--- config.mk ---
export PLATFORM = sky130hd
export DESIGN_NAME = cbh_config_header
export DESIGN_NICKNAME = d
export VERILOG_FILES = /design/src/rtl/cbh_pkg.sv /design/src/rtl/cbh_config_header.sv
export VERILOG_INCLUDE_DIRS = /design/src /design/src/rtl
export SDC_FILE = /design/constraint.sdc
export NUM_CORES = 1
export LEC_CHECK = 0
export ABC_CLOCK_PERIOD_IN_PS = 1800
export BUFFER_PORTS_ARGS = -buffer_cell sky130_fd_sc_hd__clkbuf_2
export CELL_PAD_IN_SITES_DETAIL_PLACEMENT = 0
export CELL_PAD_IN_SITES_GLOBAL_PLACEMENT = 2
export CORE_MARGIN = 4
export CORE_UTILIZATION = 28
export DETAILED_ROUTE_END_ITERATION = 12
export GPL_TIMING_DRIVEN = 0
export PLACE_DENSITY = 0.81
export SYNTH_ARGS = -nofsm -noshare
export SYNTH_HDL_FRONTEND = slang
export SYNTH_SLANG_ARGS = --single-unit
--- constraint.sdc ---
create_clock -name clk -period 1.8 [get_ports clk]
set_input_delay 0.09 -clock clk [delete_from_list [all_inputs] [get_ports clk]]
set_output_delay 0.09 -clock clk [all_outputs]
set_load 0.005 [all_outputs]
--- src/rtl/cbh_defines.svh ---
// Offsets, field positions, reset values and fixed codes of the bridge config header slice.
// Assumes byte offsets into one function's 256-byte configuration space.
`ifndef CBH_DEFINES_SVH
`define CBH_DEFINES_SVH
`define CBH_OFS_LAT 8'h0d
`define CBH_OFS_HDR 8'h0e
`define CBH_OFS_SELFTEST 8'h0f
`define CBH_OFS_BASE 8'h10
`define CBH_OFS_CAP 8'h14
`define CBH_OFS_STAT 8'h16
`define CBH_EXT_START 8'h80
`define CBH_RST_LAT 8'h00
`define CBH_HDR_CODE 8'h82
`define CBH_SELFTEST_CODE 8'h00
`define CBH_RST_BASE 32'h0000_0000
`define CBH_BASE_MASK 32'hffff_f000
`define CBH_CAP_CODE 8'ha0
`define CBH_RST_STAT 16'h0200
`define CBH_STAT_CLR_MASK 16'hf900
`define CBH_STAT_RO_VALUE 16'h0200
`define CBH_WIN_LEGACY 12'h800
`define CBH_BIT_PARITY 15
`define CBH_BIT_SERR 14
`define CBH_BIT_MABORT 13
`define CBH_BIT_TABORT_RX 12
`define CBH_BIT_TABORT_TX 11
`define CBH_BIT_DPAR 8
`endif

--- src/rtl/cbh_pkg.sv ---
// Types shared by the config header slice: card-side event group and window decode.
// Assumes nothing beyond the defines header.
package cbh_pkg;
  typedef struct packed {
    logic parityErr;
    logic systemErr;
    logic masterAbort;
    logic targetAbortRx;
    logic targetAbortTx;
    logic dataParity;
    logic wasMaster;
  } cbh_events_s;

  typedef enum logic [1:0] {
    CBH_WIN_NONE = 2'b00,
    CBH_WIN_SOCKET = 2'b01,
    CBH_WIN_LEGACY = 2'b10
  } cbh_win_e;

  typedef enum logic [0:0] {
    CBH_LT_IDLE = 1'b0,
    CBH_LT_RUN = 1'b1
  } cbh_lt_e;
endpackage : cbh_pkg

--- src/rtl/cbh_config_header.sv ---
// Config header slice (0Dh..17h) of one bridge function: latency timer, fixed codes,
// socket window base and card-side status. Assumes config write/read strobes on the
// PCI clock and card events already synchronous to it.
// Every output is registered; read data lands one cycle after the read strobe.
// One function only: a two-function part places this slice once per function.
// Notes on behaviour
// - Latency count starts at zero on FRAME
// - Expired count ends tenure once GNT drops
// - Latency byte at 0Dh, RW, resets 00h
// - Header type reads 82h, writes ignored
// - 00h-7Fh standard header, 80h-FFh extension
// - Self-test byte reads 00h always
// - Base bits 31-12 writable, 4K aligned
// - Base bits 11-0 read zero
// - All-ones write reads back FFFFF000h
// - Window: sockets at 000h, legacy 800h
// - Base per function, resets to zero
// - Capability pointer reads A0h
// - Status flags clear on write one
// - Status resets 0200h, clearable bits 15-11,8
// - Card events set status bits 15-11
// - Bits 10-9 hardwired 01b
// - Bit 8 needs CPERR, master, enable
`timescale 1ns/1ps
`include "cbh_defines.svh"
module cbh_config_header (
  input wire logic clk,
  input wire logic rst_n,
  input wire logic cfgWrite,
  input wire logic cfgRead,
  input wire logic [7:0] cfgAddr,
  input wire logic [31:0] cfgWdata,
  input wire logic [3:0] cfgByteEn,
  output logic [31:0] cfgRdata,
  output logic cfgExtSelect,
  input wire logic memValid,
  input wire logic [31:0] memAddr,
  output cbh_pkg::cbh_win_e memWindow,
  output logic [11:0] memWinOffset,
  input wire logic frameStart,
  input wire logic tenureEnd,
  input wire logic gntIn_n,
  output logic latencyStop,
  input wire logic parityResponseEn,
  input wire cbh_pkg::cbh_events_s cardEvents,
  output logic [31:0] socketWindowBase,
  output logic [7:0] masterLatencyCount
);
  import cbh_pkg::*;

  // Writable storage of this function
  logic [31:0] baseReg, next_baseReg;
  logic [7:0] latReg, next_latReg;
  logic [15:0] statReg, next_statReg;

  // Latency timer state and its registered stop request
  logic [7:0] latCnt, next_latCnt;
  cbh_lt_e ltState, next_ltState;
  logic latencyStopQ, next_latencyStop;

  // Registered answers of the config read and the window decode
  logic [31:0] rdataQ, next_rdata;
  logic extQ, next_ext;
  cbh_win_e winQ, next_win;
  logic [11:0] winOfsQ, next_winOfs;

  // Per-cycle set and clear vectors of the card-side status
  logic [15:0] setBits;
  logic [15:0] clrBits;

  // Byte lane merge for a word written to a dword-aligned register
  function automatic logic [31:0] mergeBytes(input logic [31:0] oldV,
                                             input logic [31:0] newV,
                                             input logic [3:0] be);
    logic [31:0] r;
    r = oldV;
    for (int i = 0; i < 4; i++)
    begin
      if (be[i])
      begin
        r[i*8 +: 8] = newV[i*8 +: 8];
      end
    end
    return r;
  endfunction : mergeBytes

  // True when the access hits the dword holding the given byte offset
  function automatic logic hitsDword(input logic [7:0] addr, input logic [7:0] ofs);
    return addr[7:2] == ofs[7:2];
  endfunction : hitsDword

  // Count has reached the programmed limit
  function automatic logic latencyExpired(input logic [7:0] cnt, input logic [7:0] lim);
    return cnt == lim;
  endfunction : latencyExpired

  // Status half of a write to dword 14h: byte lanes 2 and 3 carry bits 15..0
  function automatic logic [15:0] statusLanes(input logic [31:0] data, input logic [3:0] be);
    logic [15:0] r;
    r[15:8] = be[3] ? data[31:24] : 8'h00;
    r[7:0] = be[2] ? data[23:16] : 8'h00;
    return r;
  endfunction : statusLanes

  // Register writes; fixed bytes 0Eh, 0Fh, 14h simply have no storage
  always_comb
  begin
    logic [31:0] w;
    w = 32'h0000_0000;
    next_latReg = latReg;
    next_baseReg = baseReg;
    if (cfgWrite && hitsDword(cfgAddr, `CBH_OFS_LAT))
    begin
      // Fixed bytes share this dword; only lane 1 lands in storage
      w = mergeBytes({8'h00, 8'h00, latReg, 8'h00}, cfgWdata, cfgByteEn);
      next_latReg = w[15:8];
    end
    if (cfgWrite && hitsDword(cfgAddr, `CBH_OFS_BASE))
    begin
      // Low twelve bits are masked so the window always sits on a 4K boundary
      next_baseReg = mergeBytes(baseReg, cfgWdata, cfgByteEn) & `CBH_BASE_MASK;
    end
  end

  // Latency and base storage
  always_ff @(posedge clk or negedge rst_n)
  begin
    if (!rst_n)
    begin
      latReg <= `CBH_RST_LAT;
      baseReg <= `CBH_RST_BASE;
    end
    else
    begin
      latReg <= next_latReg;
      baseReg <= next_baseReg;
    end
  end

  // Card-side status: hardware set wins over a write-one clear in the same cycle
  always_comb
  begin
    setBits = 16'h0000;
    setBits[`CBH_BIT_PARITY] = cardEvents.parityErr;
    setBits[`CBH_BIT_SERR] = cardEvents.systemErr;
    setBits[`CBH_BIT_MABORT] = cardEvents.masterAbort;
    setBits[`CBH_BIT_TABORT_RX] = cardEvents.targetAbortRx;
    setBits[`CBH_BIT_TABORT_TX] = cardEvents.targetAbortTx;
    setBits[`CBH_BIT_DPAR] = cardEvents.dataParity && cardEvents.wasMaster
                             && parityResponseEn;
    clrBits = 16'h0000;
    if (cfgWrite && hitsDword(cfgAddr, `CBH_OFS_STAT))
    begin
      clrBits = statusLanes(cfgWdata, cfgByteEn) & `CBH_STAT_CLR_MASK;
    end
    next_statReg = ((statReg & ~clrBits) | setBits) & `CBH_STAT_CLR_MASK;
    next_statReg = next_statReg | `CBH_STAT_RO_VALUE;
  end

  // Status storage; read-only bits are rebuilt every cycle and never stored apart
  always_ff @(posedge clk or negedge rst_n)
  begin
    if (!rst_n)
    begin
      statReg <= `CBH_RST_STAT;
    end
    else
    begin
      statReg <= next_statReg;
    end
  end

  // Latency timer: one count per clock while this function is initiator
  always_comb
  begin
    next_ltState = ltState;
    next_latCnt = latCnt;
    next_latencyStop = 1'b0;
    unique case (ltState)
      CBH_LT_IDLE:
      begin
        // Idle holds the count at zero so each tenure is timed afresh
        next_latCnt = 8'h00;
        if (frameStart)
        begin
          next_ltState = CBH_LT_RUN;
          next_latCnt = 8'h00;
        end
      end
      CBH_LT_RUN:
      begin
        if (tenureEnd)
        begin
          next_ltState = CBH_LT_IDLE;
          next_latCnt = 8'h00;
        end
        else
        begin
          // Count saturates at the limit so a long grant cannot wrap it back below
          if (!latencyExpired(latCnt, latReg))
          begin
            next_latCnt = latCnt + 8'h01;
          end
          // Expired and grant removed: ask the initiator to finish
          next_latencyStop = latencyExpired(latCnt, latReg) && gntIn_n;
        end
      end
    endcase
  end

  // Timer registers; the stop request leaves a flip-flop, free of decode glitches
  always_ff @(posedge clk or negedge rst_n)
  begin
    if (!rst_n)
    begin
      ltState <= CBH_LT_IDLE;
      latCnt <= 8'h00;
      latencyStopQ <= 1'b0;
    end
    else
    begin
      ltState <= next_ltState;
      latCnt <= next_latCnt;
      latencyStopQ <= next_latencyStop;
    end
  end

  // Read mux; reads carry no side effects, so data is registered one cycle later
  always_comb
  begin
    next_rdata = rdataQ;
    next_ext = 1'b0;
    if (cfgRead)
    begin
      // Unmapped dwords below 80h fall through and read zero
      next_rdata = 32'h0000_0000;
      // Extension data is supplied elsewhere; only the select is raised here
      if (cfgAddr >= `CBH_EXT_START)
      begin
        next_ext = 1'b1;
      end
      else if (hitsDword(cfgAddr, `CBH_OFS_LAT))
      begin
        next_rdata = {`CBH_SELFTEST_CODE, `CBH_HDR_CODE, latReg, 8'h00};
      end
      else if (hitsDword(cfgAddr, `CBH_OFS_BASE))
      begin
        next_rdata = baseReg;
      end
      else if (hitsDword(cfgAddr, `CBH_OFS_CAP))
      begin
        next_rdata = {statReg, 8'h00, `CBH_CAP_CODE};
      end
    end
  end

  // Memory window decode: 4K window, legacy set in the upper half
  always_comb
  begin
    next_win = CBH_WIN_NONE;
    next_winOfs = 12'h000;
    if (memValid && (memAddr[31:12] == baseReg[31:12]))
    begin
      // Offsets from 800h up belong to the legacy register set
      next_winOfs = memAddr[11:0];
      next_win = (memAddr[11:0] >= `CBH_WIN_LEGACY) ? CBH_WIN_LEGACY : CBH_WIN_SOCKET;
    end
  end

  // Read answer registers; data holds until the next read strobe
  always_ff @(posedge clk or negedge rst_n)
  begin
    if (!rst_n)
    begin
      rdataQ <= 32'h0000_0000;
      extQ <= 1'b0;
    end
    else
    begin
      rdataQ <= next_rdata;
      extQ <= next_ext;
    end
  end

  // Window decode registers; a miss shows no window with offset zero
  always_ff @(posedge clk or negedge rst_n)
  begin
    if (!rst_n)
    begin
      winQ <= CBH_WIN_NONE;
      winOfsQ <= 12'h000;
    end
    else
    begin
      winQ <= next_win;
      winOfsQ <= next_winOfs;
    end
  end

  // Outputs come straight from the registers above
  assign cfgRdata = rdataQ;
  assign cfgExtSelect = extQ;
  assign memWindow = winQ;
  assign memWinOffset = winOfsQ;
  assign latencyStop = latencyStopQ;
  assign socketWindowBase = baseReg;
  assign masterLatencyCount = latReg;
endmodule : cbh_config_header

==> flow_summary.json <==
{
  "syn2layout_area_growth_pct": 48.9,
  "max_clock_freq_mhz": 575,
  "ant_nets": 0,
  "grt_usage_pct": 14.8,
  "finalWeightedCongestion": 0.778,
  "r2r-start": "socketWindowBase[24]",
  "final_core_util_pct": 42.5,
  "ys_top_cells_by_area": "dfrtp_1 (53%), mux2_4 (6.1%), xor2_1 (4.2%)",
  "die-area_um2": 16100,
  "routed_wl_um": 11800,
  "synth_top_area_share_pct": 53.1,
  "synth_commonest_cells": "dfrtp_1 (84), nand2_1 (27), buf_4 (21)",
  "clk_latency_ps": 340,
  "port_buffers": 150,
  "p_leak_nw": 2.99,
  "r2r_cells": 6,
  "synth_edf_count": 0,
  "ios": 180,
  "crit_start": "socketWindowBase[24]",
  "clk_path_buf_depth": 2,
  "grt_max_degree": 59,
  "clock-root-buffer": "clkbuf_16",
  "synth_area_per_cell_um2": 11.8,
  "antennaDiodeCount": 0,
  "regArea_um2": 2110,
  "synth-seq-cells": 84,
  "wl_per_cell_um": 15.8,
  "first_pass_iters": 4,
  "cts_buffers": 9,
  "vias": 3295,
  "ys_types": 42,
  "r2r_end": "memWinOffset[9]",
  "slew_violations": 0,
  "coreArea_um2": 13900,
  "start_kind": "flop",
  "nFillCells": 1387,
  "timing.final.crit_period_ps": 1740,
  "ys.flop_type": "dfrtp_1",
  "dpl_worst_slack_ps": -486,
  "cts_tree": "yes",
  "required_ps": 2050,
  "synth_most_common_cell": "dfrtp_1",
  "r2r_slack_ps": 60,
  "synthArstFlopShare_pct": 100,
  "rows": 43,
  "setup_tns_ps": 0,
  "cp.arrival_ps": 1990,
  "slew_headroom_pct": 61.9,
  "grt_pass1_wl_um": 18600,
  "antenna_found_initial": 0,
  "clock_sinks": 84,
  "grt_pass1_vias": 3443,
  "maxCapViolCount": 0,
  "power.density_nw_per_um2": 787,
  "clkTransAtPathRegs_ps": 60,
  "syn-cell-area_um2": 3960,
  "worstPathCellList": "xor2_1 > nor4_2 > nand4_1 > buf_4 > buf_6 > nor3_1",
  "first_iter_violations": 119,
  "drc": 0,
  "layout_setup_ws_ps": 60.5,
  "holdPathStages": 2,
  "ir_drop_uv": 392,
  "yosysWarnings": 0,
  "crit_type": "flop to flop",
  "tightestPinTransition_ps": 572,
  "rsz0062_at_grt": "yes",
  "slowest_delay_ps": 430,
  "drive_above_1_share_pct": 43.9,
  "start_util_pct": 28.5,
  "nets": 655,
  "finalClockSkew_ps": 2.88,
  "hold_violations": 0,
  "dieWidth_um": 127,
  "cp_slowest_cell": "nor4_2",
  "crit_path_end_kind": "flop",
  "viasPerCell": 4.42,
  "status": "finished, final reports clean",
  "multiInputGateArea_um2": 1720,
  "grt_overflow": 0,
  "synth_area_leader_cell": "dfrtp_1",
  "path_max_fanout": 10,
  "min_period_over_period_pct": 96.6,
  "syn_inst": 337,
  "cts_htree_levels": 3,
  "die_h_um": 127,
  "critPathCapture": "memWinOffset[9]",
  "setup-violations-final": 0,
  "hp-class": "input pin to flop",
  "hpwlAfterDp_um": 8890,
  "ys_seq_area_share_pct": 53.1
}
cell usage in the layout, fill, tap and decap left out, types with 10 or more instances in the layout:
cell | Yosys | final
conb_1 | 1 | 18
xor2_1 | 19 | 19
nand2_1 | 27 | 27
inv_1 | 14 | 14
clkbuf_2 | 0 | 149
dfrtp_1 | 84 | 81
o21ai_0 | 12 | 12
buf_4 | 21 | 25
mux2_2 | 12 | 12
mux2_4 | 16 | 16
dlygate4sd3_1 | 0 | 43
nor3_1 | 19 | 10
stage by stage:
step	hold slack (ps)	instances	area, um2	total power, mW
floorplan	-206	354	4020	2.34
global placement	271	684	5000	2.62
detailed placement	77.6	685	5030	2.64
CTS	0.345	745	5840	4.74
global route	10.8	745	5900	4.88
finish	17.4	745	5900	4.64
worst max-delay path: cells and delay by family, from the launching register on:
kind / cells / cell delay (ps)
DFF: 1 / 420
and+or+nand+nor: 3 / 730
xor gates and xnor gates: 1 / 190
buffers and inverters: 2 / 320
logic make-up after synthesis:
kind of cell / synth area share, %
compound gates: 9.98
xor+xnor: 6.19
fa+ha+maj: 0.316
buf+inv: 7.39
flops: 53.1
mux: 10.5
other cells: 0.0947
simple gates: 12.4
power breakdown:
part | leakage (nW) | internal, mW | switching (mW)
Sequential | 1.12 | 1.96 | 0.0898
Combinational | 1.72 | 0.340 | 0.310
Clock | 0.149 | 1.24 | 0.707
Total | 2.99 | 3.54 | 1.11
state kept, by name, indices dropped and copies added, names as in the netlist:
signal,cells
memWindow,2
ltState,1
cfgRdata,25
memWinOffset,12
statReg,6
masterLatencyCount,8
socketWindowBase,20
latCnt,8
latencyStop,1
cfgExtSelect,1
metal layers:
| layer | up-vias | routed length [um] | GRT usage [%] |
|---|---|---|---|
| met5 | - | 0 | 0 |
| met4 | 0 | 191 | 5.36 |
| met3 | 13 | 771 | 3.87 |
| met2 | 98 | 5790 | 25.1 |
| met1 | 1593 | 5060 | 18.3 |
| li1 | 1591 | - | - |
worst min-delay path by stage:
stage                       start                   end  slack [ps]
floorplan                   rst_n          cfgExtSelect        -210
global placement      memAddr[11]          memWindow[0]         270
detailed placement          rst_n           latencyStop          80
CTS                 cardEvents[0]            statReg[8]         0.3
global route         cfgWdata[29]  socketWindowBase[29]          10
finish               cfgWdata[29]  socketWindowBase[29]          20
cell type report:
type	instances	area share [%]
plain buffers	34	4.20
clock inverters	2	1.02
repair buffers	198	21.0
flip-flops and latches	84	35.7
well taps	180	3.82
multi-input cells	221	29.1
clock buffers	12	4.18
inverters	14	0.891
repair_timing:
action                     in CTS  in global routing
pin swaps                       3                  5
setup endpoints to repair      14                 17
hold endpoints to repair       74                  0
setup buffers                   3                  1
hold buffers                   43                  0
resized for setup              12                 14
Note: power is estimated with default switching activity, not from simulation.
